File: src/rtl/ppq_defines.vh
// constants for the port policing and egress queue control bank
// assumes a 32-bit wishbone slave with byte addresses on the bus
`ifndef PPQ_DEFINES_VH
`define PPQ_DEFINES_VH

// ****************************************************************
// register byte addresses
// ****************************************************************
`define PPQ_ADDR_W 16
`define PPQ_ADR_PORT_POINTER 16'h0804
`define PPQ_ADR_POLICING_CTRL 16'h080c
`define PPQ_ADR_MONITOR_COUNT 16'h0810
`define PPQ_ADR_TX_QUEUE_INDEX 16'h0900
`define PPQ_ADR_EGRESS_VID_REPLACE 16'h0904

// ****************************************************************
// field positions
// ****************************************************************
`define PPQ_PP_PORT_HI 18
`define PPQ_PP_PORT_LO 16
`define PPQ_PP_QUEUE_HI 1
`define PPQ_PP_QUEUE_LO 0
`define PPQ_PC_DROPPED_COLOUR 11
`define PPQ_PC_DROP_ALL 10
`define PPQ_PC_TYPE_HI 9
`define PPQ_PC_TYPE_LO 8
`define PPQ_PC_PORT_BASED 7
`define PPQ_PC_NONIP_HI 6
`define PPQ_PC_NONIP_LO 5
`define PPQ_PC_COLOUR_MARK 4
`define PPQ_PC_COLOUR_REMAP 3
`define PPQ_PC_DROP_SRP 2
`define PPQ_PC_COLOUR_BLIND 1
`define PPQ_PC_ENABLE 0
`define PPQ_TQ_INDEX_HI 1
`define PPQ_TQ_INDEX_LO 0
`define PPQ_TQ_BYTE3_LO 24
`define PPQ_VR_REPLACE 0

// ****************************************************************
// reset values and encodings
// ****************************************************************
`define PPQ_RST_NONIP_COLOUR 2'h1
`define PPQ_RST_QUEUE_INDEX 2'h0
`define PPQ_TYPE_DROPPED 2'h0
`define PPQ_TYPE_GREEN 2'h1
`define PPQ_TYPE_YELLOW 2'h2
`define PPQ_TYPE_RED 2'h3
`define PPQ_SEL_BYTE3 4'h8
`define PPQ_VID_W 12
`define PPQ_VID_ZERO 12'h000
`define PPQ_COUNT_W 32

`endif

File: src/rtl/ppq_ctrl.v
// port policing, drop monitor select and egress queue control registers
// assumes a classic wishbone master on CORE_CLK and same-clock datapath inputs
//
// Our own choice: the Wishbone register port.
`timescale 1ns/10ps
`include "ppq_defines.vh"

module ppq_ctrl (
    // clock and reset
    input wire CORE_CLK,
    input wire ARST_N,
    // wishbone slave
    input wire WB_CYC_I,
    input wire WB_STB_I,
    input wire WB_WE_I,
    input wire [`PPQ_ADDR_W-1:0] WB_ADR_I,
    input wire [3:0] WB_SEL_I,
    input wire [31:0] WB_DAT_I,
    output reg [31:0] WB_DAT_O,
    output reg WB_ACK_O,
    // monitor count access
    input wire [`PPQ_COUNT_W-1:0] MON_COUNT,
    output reg [2:0] MON_PORT,
    output reg [1:0] MON_QUEUE,
    output reg [1:0] MON_TYPE,
    output reg MON_DROPPED_ONLY,
    // policing and drop controls
    output reg POLICE_ENABLE,
    output reg COLOUR_BLIND,
    output reg SRP_DROP_ALLOW,
    output reg COLOUR_REMAP,
    output reg COLOUR_MARK,
    output reg [1:0] NON_IP_FRAME_COLOUR,
    output reg PORT_BASED_POLICING,
    output reg DROP_ALL,
    // egress queue select
    output reg [1:0] TX_QUEUE_INDEX,
    // egress vlan id path
    input wire EGR_VALID,
    input wire EGR_DOUBLE_TAG,
    input wire [`PPQ_VID_W-1:0] EGR_OUTER_VID,
    input wire [`PPQ_VID_W-1:0] EGR_INNER_VID,
    input wire [`PPQ_VID_W-1:0] PORT_DEFAULT_VLAN_ID,
    output reg EGR_OUT_VALID,
    output reg [`PPQ_VID_W-1:0] EGR_OUT_OUTER_VID,
    output reg [`PPQ_VID_W-1:0] EGR_OUT_INNER_VID,
    output reg VID_REPLACE
);

    // ****************************************************************
    // register state
    // ****************************************************************
    reg [2:0] port_index;
    reg [1:0] queue_pointer;
    reg dropped_colour;
    reg drop_all;
    reg [1:0] packet_type;
    reg port_based;
    reg [1:0] non_ip_frame_colour;
    reg colour_mark;
    reg colour_remap;
    reg drop_srp;
    reg colour_blind;
    reg police_enable;
    reg [1:0] queue_index;
    reg vid_replace;

    wire req = WB_CYC_I & WB_STB_I;
    wire wr_take = req & WB_ACK_O & WB_WE_I;
    wire byte3_only = (WB_SEL_I == `PPQ_SEL_BYTE3);

    // ****************************************************************
    // write strobes, one per register, taken on the edge where ack is seen
    // ****************************************************************
    // the read-only count and unmapped addresses get no strobe
    wire wr_pointer = wr_take & (WB_ADR_I == `PPQ_ADR_PORT_POINTER);
    wire wr_policing = wr_take & (WB_ADR_I == `PPQ_ADR_POLICING_CTRL);
    wire wr_queue_index = wr_take & (WB_ADR_I == `PPQ_ADR_TX_QUEUE_INDEX);
    wire wr_vid_replace = wr_take & (WB_ADR_I == `PPQ_ADR_EGRESS_VID_REPLACE);

    // ****************************************************************
    // port pointer
    // ****************************************************************
    always @(posedge CORE_CLK or negedge ARST_N) begin
        if (!ARST_N) begin
            port_index <= 3'h0;
            queue_pointer <= 2'h0;
        end else if (wr_pointer) begin
            // byte lanes not enabled keep their value
            if (WB_SEL_I[2]) begin
                port_index <= WB_DAT_I[`PPQ_PP_PORT_HI:`PPQ_PP_PORT_LO];
            end
            if (WB_SEL_I[0]) begin
                queue_pointer <= WB_DAT_I[`PPQ_PP_QUEUE_HI:`PPQ_PP_QUEUE_LO];
            end
        end
    end

    // ****************************************************************
    // policing control
    // ****************************************************************
    always @(posedge CORE_CLK or negedge ARST_N) begin
        if (!ARST_N) begin
            dropped_colour <= 1'h0;
            drop_all <= 1'h0;
            packet_type <= `PPQ_TYPE_DROPPED;
            port_based <= 1'h0;
            non_ip_frame_colour <= `PPQ_RST_NONIP_COLOUR;
            colour_mark <= 1'h0;
            colour_remap <= 1'h0;
            drop_srp <= 1'h0;
            colour_blind <= 1'h0;
            police_enable <= 1'h0;
        end else if (wr_policing) begin
            // bits 11:8 ride lane 1, bits 7:0 lane 0
            if (WB_SEL_I[1]) begin
                dropped_colour <= WB_DAT_I[`PPQ_PC_DROPPED_COLOUR];
                drop_all <= WB_DAT_I[`PPQ_PC_DROP_ALL];
                packet_type <= WB_DAT_I[`PPQ_PC_TYPE_HI:`PPQ_PC_TYPE_LO];
            end
            if (WB_SEL_I[0]) begin
                port_based <= WB_DAT_I[`PPQ_PC_PORT_BASED];
                non_ip_frame_colour <= WB_DAT_I[`PPQ_PC_NONIP_HI:`PPQ_PC_NONIP_LO];
                colour_mark <= WB_DAT_I[`PPQ_PC_COLOUR_MARK];
                colour_remap <= WB_DAT_I[`PPQ_PC_COLOUR_REMAP];
                drop_srp <= WB_DAT_I[`PPQ_PC_DROP_SRP];
                colour_blind <= WB_DAT_I[`PPQ_PC_COLOUR_BLIND];
                police_enable <= WB_DAT_I[`PPQ_PC_ENABLE];
            end
        end
    end

    // ****************************************************************
    // transmit queue index
    // ****************************************************************
    always @(posedge CORE_CLK or negedge ARST_N) begin
        if (!ARST_N) begin
            queue_index <= `PPQ_RST_QUEUE_INDEX;
        end else if (wr_queue_index) begin
            if (byte3_only) begin
                // byte-wide access at offset 03 carries bits 7:0
                queue_index <= WB_DAT_I[`PPQ_TQ_BYTE3_LO+1:`PPQ_TQ_BYTE3_LO];
            end else if (WB_SEL_I[0]) begin
                queue_index <= WB_DAT_I[`PPQ_TQ_INDEX_HI:`PPQ_TQ_INDEX_LO];
            end
        end
    end

    // ****************************************************************
    // egress vid replace control
    // ****************************************************************
    always @(posedge CORE_CLK or negedge ARST_N) begin
        if (!ARST_N) begin
            vid_replace <= 1'h0;
        end else if (wr_vid_replace) begin
            if (WB_SEL_I[0]) begin
                vid_replace <= WB_DAT_I[`PPQ_VR_REPLACE];
            end
        end
    end

    // ****************************************************************
    // read mux, reserved bits zero
    // ****************************************************************
    reg [31:0] next_rdata;

    always @* begin
        next_rdata = 32'h0;
        case (WB_ADR_I)
            `PPQ_ADR_PORT_POINTER: begin
                next_rdata[`PPQ_PP_PORT_HI:`PPQ_PP_PORT_LO] = port_index;
                next_rdata[`PPQ_PP_QUEUE_HI:`PPQ_PP_QUEUE_LO] = queue_pointer;
            end
            `PPQ_ADR_POLICING_CTRL: begin
                next_rdata[`PPQ_PC_DROPPED_COLOUR] = dropped_colour;
                next_rdata[`PPQ_PC_DROP_ALL] = drop_all;
                next_rdata[`PPQ_PC_TYPE_HI:`PPQ_PC_TYPE_LO] = packet_type;
                next_rdata[`PPQ_PC_PORT_BASED] = port_based;
                next_rdata[`PPQ_PC_NONIP_HI:`PPQ_PC_NONIP_LO] = non_ip_frame_colour;
                next_rdata[`PPQ_PC_COLOUR_MARK] = colour_mark;
                next_rdata[`PPQ_PC_COLOUR_REMAP] = colour_remap;
                next_rdata[`PPQ_PC_DROP_SRP] = drop_srp;
                next_rdata[`PPQ_PC_COLOUR_BLIND] = colour_blind;
                next_rdata[`PPQ_PC_ENABLE] = police_enable;
            end
            `PPQ_ADR_MONITOR_COUNT: begin
                // count for port_index, queue_pointer and packet_type
                next_rdata = MON_COUNT;
            end
            `PPQ_ADR_TX_QUEUE_INDEX: begin
                if (byte3_only) begin
                    next_rdata[`PPQ_TQ_BYTE3_LO+1:`PPQ_TQ_BYTE3_LO] = queue_index;
                end else begin
                    next_rdata[`PPQ_TQ_INDEX_HI:`PPQ_TQ_INDEX_LO] = queue_index;
                end
            end
            `PPQ_ADR_EGRESS_VID_REPLACE: begin
                next_rdata[`PPQ_VR_REPLACE] = vid_replace;
            end
            default: begin
                next_rdata = 32'h0;
            end
        endcase
    end

    // ****************************************************************
    // wishbone answer, one wait cycle, ack dropped after one cycle
    // ****************************************************************
    always @(posedge CORE_CLK or negedge ARST_N) begin
        if (!ARST_N) begin
            WB_ACK_O <= 1'h0;
            WB_DAT_O <= 32'h0;
        end else begin
            // ack falls back low after each answer, so a held request is answered again every other cycle
            WB_ACK_O <= req & ~WB_ACK_O;
            // read data frozen at the edge that first sees the request, so a moving count stands with ack
            if (req & ~WB_ACK_O & ~WB_WE_I) begin
                WB_DAT_O <= next_rdata;
            end
        end
    end

    // ****************************************************************
    // control outputs to the policing, WRED and monitor datapath
    // ****************************************************************
    always @(posedge CORE_CLK or negedge ARST_N) begin
        if (!ARST_N) begin
            MON_PORT <= 3'h0;
            MON_QUEUE <= 2'h0;
            MON_TYPE <= `PPQ_TYPE_DROPPED;
            MON_DROPPED_ONLY <= 1'h0;
            POLICE_ENABLE <= 1'h0;
            COLOUR_BLIND <= 1'h0;
            SRP_DROP_ALLOW <= 1'h0;
            COLOUR_REMAP <= 1'h0;
            COLOUR_MARK <= 1'h0;
            NON_IP_FRAME_COLOUR <= `PPQ_RST_NONIP_COLOUR;
            PORT_BASED_POLICING <= 1'h0;
            DROP_ALL <= 1'h0;
            TX_QUEUE_INDEX <= `PPQ_RST_QUEUE_INDEX;
            VID_REPLACE <= 1'h0;
        end else begin
            // datapath sees each setting one clock after the write
            MON_PORT <= port_index;
            MON_QUEUE <= queue_pointer;
            MON_TYPE <= packet_type;
            MON_DROPPED_ONLY <= dropped_colour;
            POLICE_ENABLE <= police_enable;
            // COLOUR_BLIND only follows the colour mode while policing is on
            COLOUR_BLIND <= police_enable & colour_blind;
            SRP_DROP_ALLOW <= police_enable & drop_srp;
            // remap applies in colour-aware operation only
            COLOUR_REMAP <= colour_remap & ~colour_blind;
            COLOUR_MARK <= colour_mark;
            NON_IP_FRAME_COLOUR <= non_ip_frame_colour;
            PORT_BASED_POLICING <= port_based;
            DROP_ALL <= drop_all;
            TX_QUEUE_INDEX <= queue_index;
            VID_REPLACE <= vid_replace;
        end
    end

    // ****************************************************************
    // egress vlan id replacement, one cycle through
    // ****************************************************************
    // a zero VID marks a priority-only tag and is never replaced
    wire outer_hit = vid_replace & EGR_DOUBLE_TAG & (EGR_OUTER_VID != `PPQ_VID_ZERO);
    wire inner_hit = vid_replace & ~EGR_DOUBLE_TAG & (EGR_INNER_VID != `PPQ_VID_ZERO);

    always @(posedge CORE_CLK or negedge ARST_N) begin
        if (!ARST_N) begin
            EGR_OUT_VALID <= 1'h0;
            EGR_OUT_OUTER_VID <= `PPQ_VID_ZERO;
            EGR_OUT_INNER_VID <= `PPQ_VID_ZERO;
        end else begin
            EGR_OUT_VALID <= EGR_VALID;
            if (EGR_VALID) begin
                // double tagged: outer provider tag replaced, inner kept
                EGR_OUT_OUTER_VID <= outer_hit ? PORT_DEFAULT_VLAN_ID : EGR_OUTER_VID;
                EGR_OUT_INNER_VID <= inner_hit ? PORT_DEFAULT_VLAN_ID : EGR_INNER_VID;
            end
        end
    end

endmodule

File: config.mk
export PLATFORM = sky130hd
export DESIGN_NAME = ppq_ctrl
export DESIGN_NICKNAME = d
export VERILOG_FILES = /design/src/rtl/ppq_ctrl.v
export VERILOG_INCLUDE_DIRS = /design/src /design/src/rtl
export SDC_FILE = /design/constraint.sdc
export NUM_CORES = 1
export LEC_CHECK = 0
export BUFFER_PORTS_ARGS = -buffer_cell sky130_fd_sc_hd__buf_2
export CAP_MARGIN = 20
export CORE_ASPECT_RATIO = 0.8
export CORE_MARGIN = 10
export CORE_UTILIZATION = 30
export DETAILED_ROUTE_END_ITERATION = 8
export PLACE_DENSITY = 0.56
export SLEW_MARGIN = 20
export SYNTH_ARGS = -nofsm -noshare
export SYNTH_HDL_FRONTEND = slang
export SYNTH_SLANG_ARGS = --single-unit
File: constraint.sdc
create_clock -name CORE_CLK -period 1.7 [get_ports CORE_CLK]
set_input_delay 0.425 -clock CORE_CLK [delete_from_list [all_inputs] [get_ports CORE_CLK]]
set_output_delay 0.425 -clock CORE_CLK [all_outputs]
set_load 0.05 [all_outputs]
==> flow_metrics.env, run 1 <==
export IMPL_numCtsBuffers=9
export IMPL_r2r_cells=5
export IMPL_critPathKind="input port to flip-flop"
export IMPL_cp_arrival_ns=1.93
export IMPL_hold_ws_ns=0.0111
export IMPL_cts_tree="built"
export IMPL_core_area_mm2=0.0135
export IMPL_num_rows=38
export IMPL_fill_cells=1287
export IMPL_ios=205
export IMPL_yosysTopAreaCell="dfrtp_1"
export IMPL_ys_ff_latch=98
export IMPL_r2r_slack_ns=0.03
export IMPL_top_layer="met4"
export IMPL_peakVddDrop_uv=505
export IMPL_instances_no_fill=747
export IMPL_gr_total_overflow=0
export IMPL_setup_viol=2
export IMPL_vias=3601
export IMPL_rsz0062_at_grt="true"
export IMPL_grtUsageTotal_pct=13.6
export IMPL_regToRegStartpoint="WB_ACK_O"
export IMPL_synth_edf_count=0
export IMPL_first_global_vias=3906
export IMPL_wl_per_cell_um=18.4
export IMPL_synth_top_flop_cell="dfrtp_1"
export IMPL_power_w=0.00534
export IMPL_worstHoldPathType="input port to async pin"
export IMPL_reg2reg_to="WB_DAT_O[6]"
export IMPL_synth_area_leaders="dfrtp_1 (59%), mux2i_1 (5.1%), mux2_2 (4.7%), a22o_1 (3.2%), a221o_1 (3.2%)"
export IMPL_cts_hold_buf=0
export IMPL_dp_cells=723
export IMPL_async_flop_share_pct=100
export IMPL_p_leak_nw=3.14
export IMPL_slew_limit_headroom_pct=70.2
export IMPL_clkSinkCount=98
export IMPL_yosys_top_cells_count="dfrtp_1 (96), nor2_1 (28), a21oi_1 (25)"
export IMPL_synth_most_common_cell="dfrtp_1"
export IMPL_drt_pass1_iter_count=4
export IMPL_yosys_warnings=0
export IMPL_clockBufferDepth=2
export IMPL_final_util_pct=45.7
export IMPL_start_util_pct=30.5
export IMPL_die_area_mm2=0.0188
export IMPL_synth_distinct_cells=40
export IMPL_drt_iter0_markers=142
export IMPL_seq_power_share_pct=45.4
export IMPL_grt_pass1_wl_um=20500
export IMPL_report_final_hold_viol_count=0
export IMPL_wl_um=13700
export IMPL_outcome="complete, but fails checks"
export IMPL_die_w_um=151
export IMPL_maxSlewViolCount=0
export IMPL_critPathMaxFanout=3
export IMPL_fin_ws_ns=-0.0133
export IMPL_maxCapViolations=0
export IMPL_root_buffer="clkbuf_16"
export IMPL_postSynthAreaPerCell_um2=12.5
export IMPL_die_h_um=125
export IMPL_gp_congestion=0.917
export IMPL_syn_to_final_growth_pct=50.1
export IMPL_switching_power_w=0.00141
export IMPL_sw_frac_of_total_pct=26.3
export IMPL_intPower_w=0.00394
export IMPL_fmax_mhz=584
export IMPL_met3_length_um=1690
export IMPL_met1_length_um=5870
export IMPL_hpwlAfterDp_um=10700
export IMPL_drive_gt1_share_pct=51.4
export IMPL_netlist_instances=328
export IMPL_h_tree_depth=3
export IMPL_fin_crit_sh_pct=101
export IMPL_clk_pin_slew_ns=0.07
export IMPL_period_needed_ns=1.71
export IMPL_grt_max_degree=50
export IMPL_antenna_found_initial=1
export IMPL_remaining_drc_errors=0
export IMPL_synth_top_area_share_pct=58.6
export IMPL_critPathRequiredTime_ns=1.92
export IMPL_pwr_share_clk_pct=41.1
export IMPL_comb_power_share_pct=13.5
export IMPL_ant_nets=0
export IMPL_synth_yosys_seq_area_share_pct=59.9
export IMPL_violations="setup timing"
export IMPL_clock_skew_ns=0.00560
export IMPL_wl_met2_um=6050
export IMPL_synth_nets=455
export IMPL_tightest_slew_ns=0.443
export IMPL_worst_setup_path_start_kind="input port"
export IMPL_place_ws_ns=-0.385
export IMPL_p_per_area_mw_per_mm2=868
export IMPL_clock_latency_ns=0.33
export IMPL_final_nets=688
export IMPL_viasPerCell=4.82
export IMPL_worst_setup_path_end_kind="flip-flop"
export IMPL_syn_area_mm2=0.00410
export IMPL_io_buffers=189
cells in the final DEF, fill, tap and decap left out, drive strengths merged, types with 3 or more instances in the layout:
cell,count
clkbuf,10
a31oi,3
mux2,18
a22oi,8
inv,5
buf,236
nor2b,19
nand2,11
nor2,28
nor3,4
and2,3
nand2b,3
or3,3
a21oi,25
a221o,13
mux2i,21
nand3,5
a211o,3
nor4,15
dfrtp,96
a22o,15
flip-flops by register name, indices dropped and copies added, names as in the netlist, 3 cells and up:
| name | count |
|---|---|
| EGR_OUT_INNER_VID | 12 |
| EGR_OUT_OUTER_VID | 12 |
| MON_PORT | 3 |
| WB_DAT_O | 32 |
| port_index | 3 |
worst max path at each step:
stage / startpoint / endpoint / slack (ns) / depth (start not counted)
2_1_floorplan: WB_ADR_I[13] / colour_blind / -0.18 / 4
3_3_place_gp: WB_ADR_I[13] / WB_DAT_O[17] / -0.37 / 7
3_5_place_dp: WB_ADR_I[13] / WB_DAT_O[16] / -0.38 / 7
4_1_cts: WB_ACK_O / WB_DAT_O[6] / 0.003 / 5
5_1_grt: WB_ACK_O / WB_DAT_O[2] / -0.1 / 6
6_report: WB_ADR_I[4] / queue_pointer[0] / -0.01 / 7
power groups by stage:
stage	logic [W]	clock network, W	registers, W
detailed placement	0.000720	0	0.00247
finish	0.000723	0.00219	0.00243
floorplan	0.000130	0	0.00270
global placement	0.000712	0	0.00247
global route	0.000780	0.00236	0.00243
CTS	0.000724	0.00226	0.00243
what timing repair did:
item / CTS / global route
pin swaps: 3 / 9
gates resized for setup: 4 / 29
setup endpoints to repair: 26 / 49
setup buffers: 1 / 3
cloned: 0 / 3
final cells by class:
type,instances,area (um^2),share of cell area (%)
antenna,1,2.50,0.0407
clock buffer,9,225,3.66
clock inverter,7,98.8,1.61
inverter,3,11.3,0.183
multi-input combinational,212,1700,27.5
sequential,98,2460,39.9
tap,180,225,3.66
timing repair buffer,237,1440,23.4
cell families after synthesis:
group,count (synthesis),synth area share [%]
multiplexers,39,10.1
flip-flops,98,59.9
buffers and inverters,18,1.77
AND/OR/NAND/NOR,101,15.3
AO/OA/AOI/OAI,72,13.0
per-stage QoR:
step                cell area (um^2)  TNS [ns]
finish                          6150   -0.0145
global route                    6150     -2.14
CTS                             5970         0
detailed placement              5620    -17.98
global placement                5620    -17.33
floorplan                       4140     -2.76
worst max-delay path, stage by stage:
cell	delay (ns)
buf_2	0.12
nor4_4	0.32
buf_4	0.18
nand2b_4	0.08
buf_4	0.14
or3_4	0.38
mux2_2	0.28
layer usage:
layer	up-vias	track usage, %
li1	1688	-
met1	1729	16.6
met5	-	0
met4	0	3.22
met2	176	20.8
met3	8	7.01
Note: power is estimated with default switching activity, not from simulation.
==> inputs of run 2 (changes only) <==
--- a/config.mk
+++ b/config.mk
@@ -13,6 +13,7 @@
 export CORE_UTILIZATION = 30
 export DETAILED_ROUTE_END_ITERATION = 8
 export PLACE_DENSITY = 0.56
+export SETUP_SLACK_MARGIN = 0.02
 export SLEW_MARGIN = 20
 export SYNTH_ARGS = -nofsm -noshare
 export SYNTH_HDL_FRONTEND = slang
==> run 2 against run 1 <==
  * The run now ends clean
  * Non-clock buffer count shrank 5
  * Final cell count fell by 0.80%
  * Setup slack improved by 0.017 ns
  * Fmax increased by 1.0%
  * Critical endpoint is now WB_DAT_O[6]
  * Highest routed layer unchanged
==> flow_metrics.env, run 2 (synthesized netlist as in run 1, its figures left out) <==
export IMPL_wl_per_cell_um=18.5
export IMPL_place_ws_ns=-0.388
export IMPL_cp_arrival_ns=1.98
export IMPL_clockBufferDepth=2
export IMPL_tightest_slew_ns=0.451
export IMPL_setup_tns_ns=0
export IMPL_power_w=0.00524
export IMPL_die_h_um=125
export IMPL_clock_latency_ns=0.35
export IMPL_critPathKind="flip-flop to flip-flop"
export IMPL_fin_area_mm2=0.00609
export IMPL_antenna_found_initial=0
export IMPL_die_w_um=151
export IMPL_grt_max_degree=50
export IMPL_fin_crit_sh_pct=99.8
export IMPL_start_util_pct=30.5
export IMPL_setup_viol=0
export IMPL_grt_pass1_wl_um=21200
export IMPL_root_buffer="clkbuf_16"
export IMPL_maxSlewViolCount=0
export IMPL_multi_input_area_mm2=0.00170
export IMPL_r2r_cells=5
export IMPL_gp_congestion=0.950
export IMPL_antenna_cells=0
export IMPL_slew_limit_headroom_pct=69.6
export IMPL_outcome="complete, no violations"
export IMPL_seqCellArea_mm2=0.00246
export IMPL_grtUsageTotal_pct=14.3
export IMPL_cts_tree="built"
export IMPL_crit_path_cell_trace="nor4bb_4, nand2_2, nor3_4, bufbuf_16, a221o_1"
export IMPL_drt_pass1_iter_count=4
export IMPL_placed_area_mm2=0.00563
export IMPL_instances_no_fill=741
export IMPL_numCtsBuffers=9
export IMPL_drive_gt1_share_pct=51.0
export IMPL_p_leak_nw=3.10
export IMPL_wl_um=13700
export IMPL_dp_cells=721
export IMPL_vias=3558
export IMPL_peakVddDrop_uv=645
export IMPL_final_nets=683
export IMPL_fin_ws_ns=0.00364
export IMPL_timing_critical_path_slowest_stage_cell="dfrtp_2"
export IMPL_ant_nets=0
export IMPL_largest_register="WB_DAT_O"
export IMPL_hpwlAfterDp_um=10700
export IMPL_remaining_drc_errors=0
export IMPL_fill_cells=1268
export IMPL_clk_pin_slew_ns=0.07
export IMPL_report_final_hold_viol_count=0
export IMPL_worst_setup_path_end_kind="flip-flop"
export IMPL_worst_setup_path_start_kind="flip-flop"
export IMPL_top_regs="WB_DAT_O x32, EGR_OUT_INNER_VID x12, EGR_OUT_OUTER_VID x12"
export IMPL_critPathMaxFanout=10
export IMPL_first_global_vias=3872
export IMPL_critPathRequiredTime_ns=1.99
export IMPL_ios=205
export IMPL_layout_common_cells="buf_2 (186), dfrtp_1 (95), buf_4 (34)"
export IMPL_rsz0062_at_grt="true"
export IMPL_viasPerCell=4.80
export IMPL_syn_to_final_growth_pct=48.4
export IMPL_cp_slowest_stage_delay_ns=0.44
export IMPL_maxCapViolations=0
export IMPL_drt_iter0_markers=175
export IMPL_largest_reg_flops=32
export IMPL_io_buffers=189
export IMPL_num_rows=38
export IMPL_period_needed_ns=1.70
export IMPL_clock_skew_ns=0.00578
export IMPL_core_area_mm2=0.0135
export IMPL_h_tree_depth=3
export IMPL_clkSinkCount=98
export IMPL_layout_commonest_cell="buf_2"
export IMPL_die_area_mm2=0.0188
export IMPL_gr_total_overflow=0
export IMPL_fmax_mhz=589
export IMPL_worstHoldPathType="input port to async pin"
export IMPL_p_per_area_mw_per_mm2=861
[run 2: worst max-delay path, delay by kind of cell, from the launching register on]
kind | cells | cell delay [ns]
flops | 1 | 0.44
compound gates | 1 | 0.14
simple gates | 3 | 0.73
buf+inv | 1 | 0.31
[run 2: layer usage]
layer	vias up	track usage, %	wire length [um]
met1	1715	17.5	5820
met3	14	7.77	1660
met2	152	21.5	6070
li1	1677	-	-
met5	-	0	0
met4	0	3.56	183
[run 2: power breakdown]
group          switching [W]  total (W)  internal [W]
combinational       0.000486   0.000725      0.000239
sequential         0.0000341    0.00243       0.00239
clock               0.000873    0.00209       0.00121
[run 2: path summary, 6_finish.rpt]
kind,from,endpoint,slack [ns]
min,ARST_N,EGR_OUT_INNER_VID[7],0.009
max,WB_ACK_O,WB_DAT_O[6],0.004
max reg2reg,WB_ACK_O,WB_DAT_O[6],0.004
max in group asynchronous,ARST_N,WB_DAT_O[19],1.12
min in group CORE_CLK,MON_COUNT[25],WB_DAT_O[25],0.28
min reg2reg,non_ip_frame_colour[0],NON_IP_FRAME_COLOUR[0],0.38
[run 2: what timing repair did]
item | in CTS | in global routing
hold buffers | 0 | 0
setup buffers | 2 | 1
resized for setup | 6 | 18
pin swaps | 3 | 5
endpoints found under the setup margin | 42 | 43
cloned | 1 | 0
[run 2: final cells by class]
cell class	count	share of cell area [%]
clock buffer	11	4.15
inverter	3	0.185
clock inverter	5	0.863
sequential	98	40.3
timing repair buffer	232	22.8
multi-input combinational	212	27.9
tap	180	3.70
[run 2: stage by stage]
step	hold slack (ns)	utilization (%)
floorplan	0.129	-
global placement	0.363	41.8
detailed placement	0.367	41.8
CTS	0.0143	44.6
global route	0.0239	45.2
finish	0.00910	45.2
==> inputs of run 3 (changes only) <==
--- a/config.mk
+++ b/config.mk
@@ -12,7 +12,6 @@
 export CORE_MARGIN = 10
 export CORE_UTILIZATION = 30
 export DETAILED_ROUTE_END_ITERATION = 8
-export PLACE_DENSITY = 0.56
 export SETUP_SLACK_MARGIN = 0.02
 export SLEW_MARGIN = 20
 export SYNTH_ARGS = -nofsm -noshare
==> run 3 against run 2 <==
  * Combinational power up 2%
  * Flip-flop and latch count unchanged
  * Sequential power hardly changed
  * Setup slack lost 0.012 ns
  * First-iteration DRC count fell by 19%
  * Critical path type is now input port to flip-flop
  * Largest cell class unchanged
  * Global-route usage shrank 0.080 points
  * Final cell count rose by 0.94%
  * Critical endpoint is now WB_DAT_O[11]
  * Via count grew 2.8%
  * Cell area up 1.3%
  * Wire length up 4.4%
  * The flow now finishes with violations (setup timing)
==> flow_metrics.env, run 3 (synthesized netlist as in run 1, its figures left out) <==
export IMPL_outcome="complete, but fails checks"
export IMPL_violations="setup timing"
export IMPL_num_rows=38
export IMPL_clockBufferDepth=2
export IMPL_io_buffers=189
export IMPL_numCtsBuffers=9
export IMPL_gp_congestion=1.01
export IMPL_start_util_pct=30.5
export IMPL_syn_to_final_growth_pct=50.3
export IMPL_viasPerCell=4.89
export IMPL_antenna_found_initial=0
export IMPL_cp_startpoint="WB_ADR_I[5]"
export IMPL_crit_top_cell="nor4_4"
export IMPL_maxSlewViolCount=0
export IMPL_layout_commonest_cell="buf_2"
export IMPL_regToRegStartpoint="WB_ACK_O"
export IMPL_maxCapViolations=0
export IMPL_critPathRequiredTime_ns=1.98
export IMPL_cts_hold_buf=0
export IMPL_gr_total_overflow=0
export IMPL_die_h_um=125
export IMPL_tightest_slew_ns=0.483
export IMPL_period_needed_ns=1.71
export IMPL_ios=205
export IMPL_cp_slowest_stage_delay_ns=0.41
export IMPL_largest_reg_flops=32
export IMPL_use_met2_pct=21.6
export IMPL_h_tree_depth=3
export IMPL_fin_ws_ns=-0.00799
export IMPL_dp_cells=720
export IMPL_worstHoldPathType="input port to async pin"
export IMPL_worst_setup_path_end_kind="flip-flop"
export IMPL_layout_common_cells="buf_2 (186), dfrtp_1 (95), buf_4 (37)"
export IMPL_wl_per_cell_um=19.2
export IMPL_grt_pass1_wl_um=21100
export IMPL_multi_input_area_mm2=0.00171
export IMPL_clk_pin_slew_ns=0.06
export IMPL_cp_arrival_ns=1.99
export IMPL_report_final_hold_viol_count=0
export IMPL_first_global_vias=3965
export IMPL_root_buffer="clkbuf_16"
export IMPL_peakVddDrop_uv=599
export IMPL_clock_skew_ns=0.0115
export IMPL_remaining_drc_errors=0
export IMPL_power_w=0.00521
export IMPL_grt_busiest_layer="met2"
export IMPL_grt_max_degree=50
export IMPL_clkSinkCount=98
export IMPL_core_area_mm2=0.0135
export IMPL_final_nets=690
export IMPL_critPathMaxFanout=10
export IMPL_largest_register="WB_DAT_O"
export IMPL_wl_um=14300
export IMPL_fin_crit_sh_pct=100
export IMPL_p_per_area_mw_per_mm2=845
export IMPL_drt_iter0_markers=142
export IMPL_antenna_cells=0
export IMPL_fmax_mhz=585
export IMPL_fill_cells=1220
export IMPL_grtUsageMet1_pct=16.2
export IMPL_top_regs="WB_DAT_O x32, EGR_OUT_INNER_VID x12, EGR_OUT_OUTER_VID x12"
export IMPL_cts_tree="built"
export IMPL_slew_limit_headroom_pct=67.8
export IMPL_seqCellArea_mm2=0.00246
export IMPL_timing_critical_path_slowest_stage_cell="nor4_4"
export IMPL_ant_nets=0
export IMPL_crit_path_cell_trace="buf_6, nor4_4, nand4b_1, buf_4, nor4_4, buf_12, a221o_1"
export IMPL_die_area_mm2=0.0188
export IMPL_hpwlAfterDp_um=10700
export IMPL_final_util_pct=45.8
export IMPL_clock_latency_ns=0.35
export IMPL_setup_viol=4
export IMPL_critPathKind="input port to flip-flop"
export IMPL_grtUsageTotal_pct=14.2
export IMPL_worst_setup_path_start_kind="input port"
export IMPL_vias=3658
export IMPL_drt_pass1_iter_count=4
export IMPL_instances_no_fill=748
export IMPL_met3_usage_pct=9.04
export IMPL_p_leak_nw=3.13
export IMPL_rsz0062_at_grt="true"
export IMPL_drive_gt1_share_pct=51.9
export IMPL_die_w_um=151
==> run 3: cell types whose count changed in the layout (fill, tap and decap cells not counted), sizes merged <==
| cell | before | now |
|---|---|---|
| bufbuf | 1 | 0 |
| clkbuf | 11 | 14 |
| clkinv | 3 | 2 |
| buf | 231 | 237 |
==> run 3: worst max-delay path: cells and delay by family <==
family                 cells  cell delay, ns
AND/OR/NAND/NOR            3            0.94
buffers and inverters      3            0.47
AO/OA/AOI/OAI              1            0.15
==> run 3: through the flow <==
| step | hold slack [ns] | area (um^2) | setup slack, ns | setup TNS [ns] |
|---|---|---|---|---|
| floorplan | 0.129 | 4140 | -0.176 | -2.76 |
| global placement | 0.367 | 5620 | -0.349 | -16.40 |
| detailed placement | 0.371 | 5620 | -0.352 | -17.30 |
| CTS | 0.0407 | 5940 | 0.0208 | 0 |
| global route | 0.0533 | 6160 | -0.0556 | -0.926 |
| finish | 0.0362 | 6160 | -0.00799 | -0.0243 |
==> run 3: worst paths after layout <==
| kind | to | slack, ns | cells after the start |
|---|---|---|---|
| min reg2reg | NON_IP_FRAME_COLOUR[0] | 0.38 | 0 |
| max in group asynchronous | EGR_OUT_INNER_VID[5] | 1.14 | 2 |
| min | EGR_OUT_INNER_VID[9] | 0.04 | 1 |
| min in group CORE_CLK | WB_DAT_O[27] | 0.29 | 2 |
| max | WB_DAT_O[11] | -0.008 | 7 |
| max reg2reg | WB_DAT_O[11] | 0.01 | 6 |
==> run 3: where the power goes <==
group	total, W	leakage, nW	switching, W	internal (W)
Sequential	0.00243	1.26	0.0000345	0.00239
Combinational	0.000737	1.72	0.000491	0.000245
Clock	0.00204	0.143	0.000862	0.00118
==> run 3: per-layer routing <==
metal | wire [um] | share of wire (%)
met5 | 0 | 0
met2 | 6330 | 44
met1 | 5760 | 40
met4 | 260 | 1.8
met3 | 2000 | 14
==> run 3: layout make-up <==
type / instances / share of cell area [%]
Sequential cell: 98 / 39.8
Clock buffer: 12 / 4.00
Tap cell: 180 / 3.65
Inverter: 3 / 0.183
Multi-Input combinational cell: 212 / 27.7
Clock inverter: 4 / 0.832
Timing Repair Buffer: 239 / 23.7
==> run 3: timing repair <==
action,4_1_cts,5_1_grt
gates resized for setup,1,31
cloned,0,3
pin swaps,5,9
endpoints found under the setup margin,9,47
setup buffers,3,6
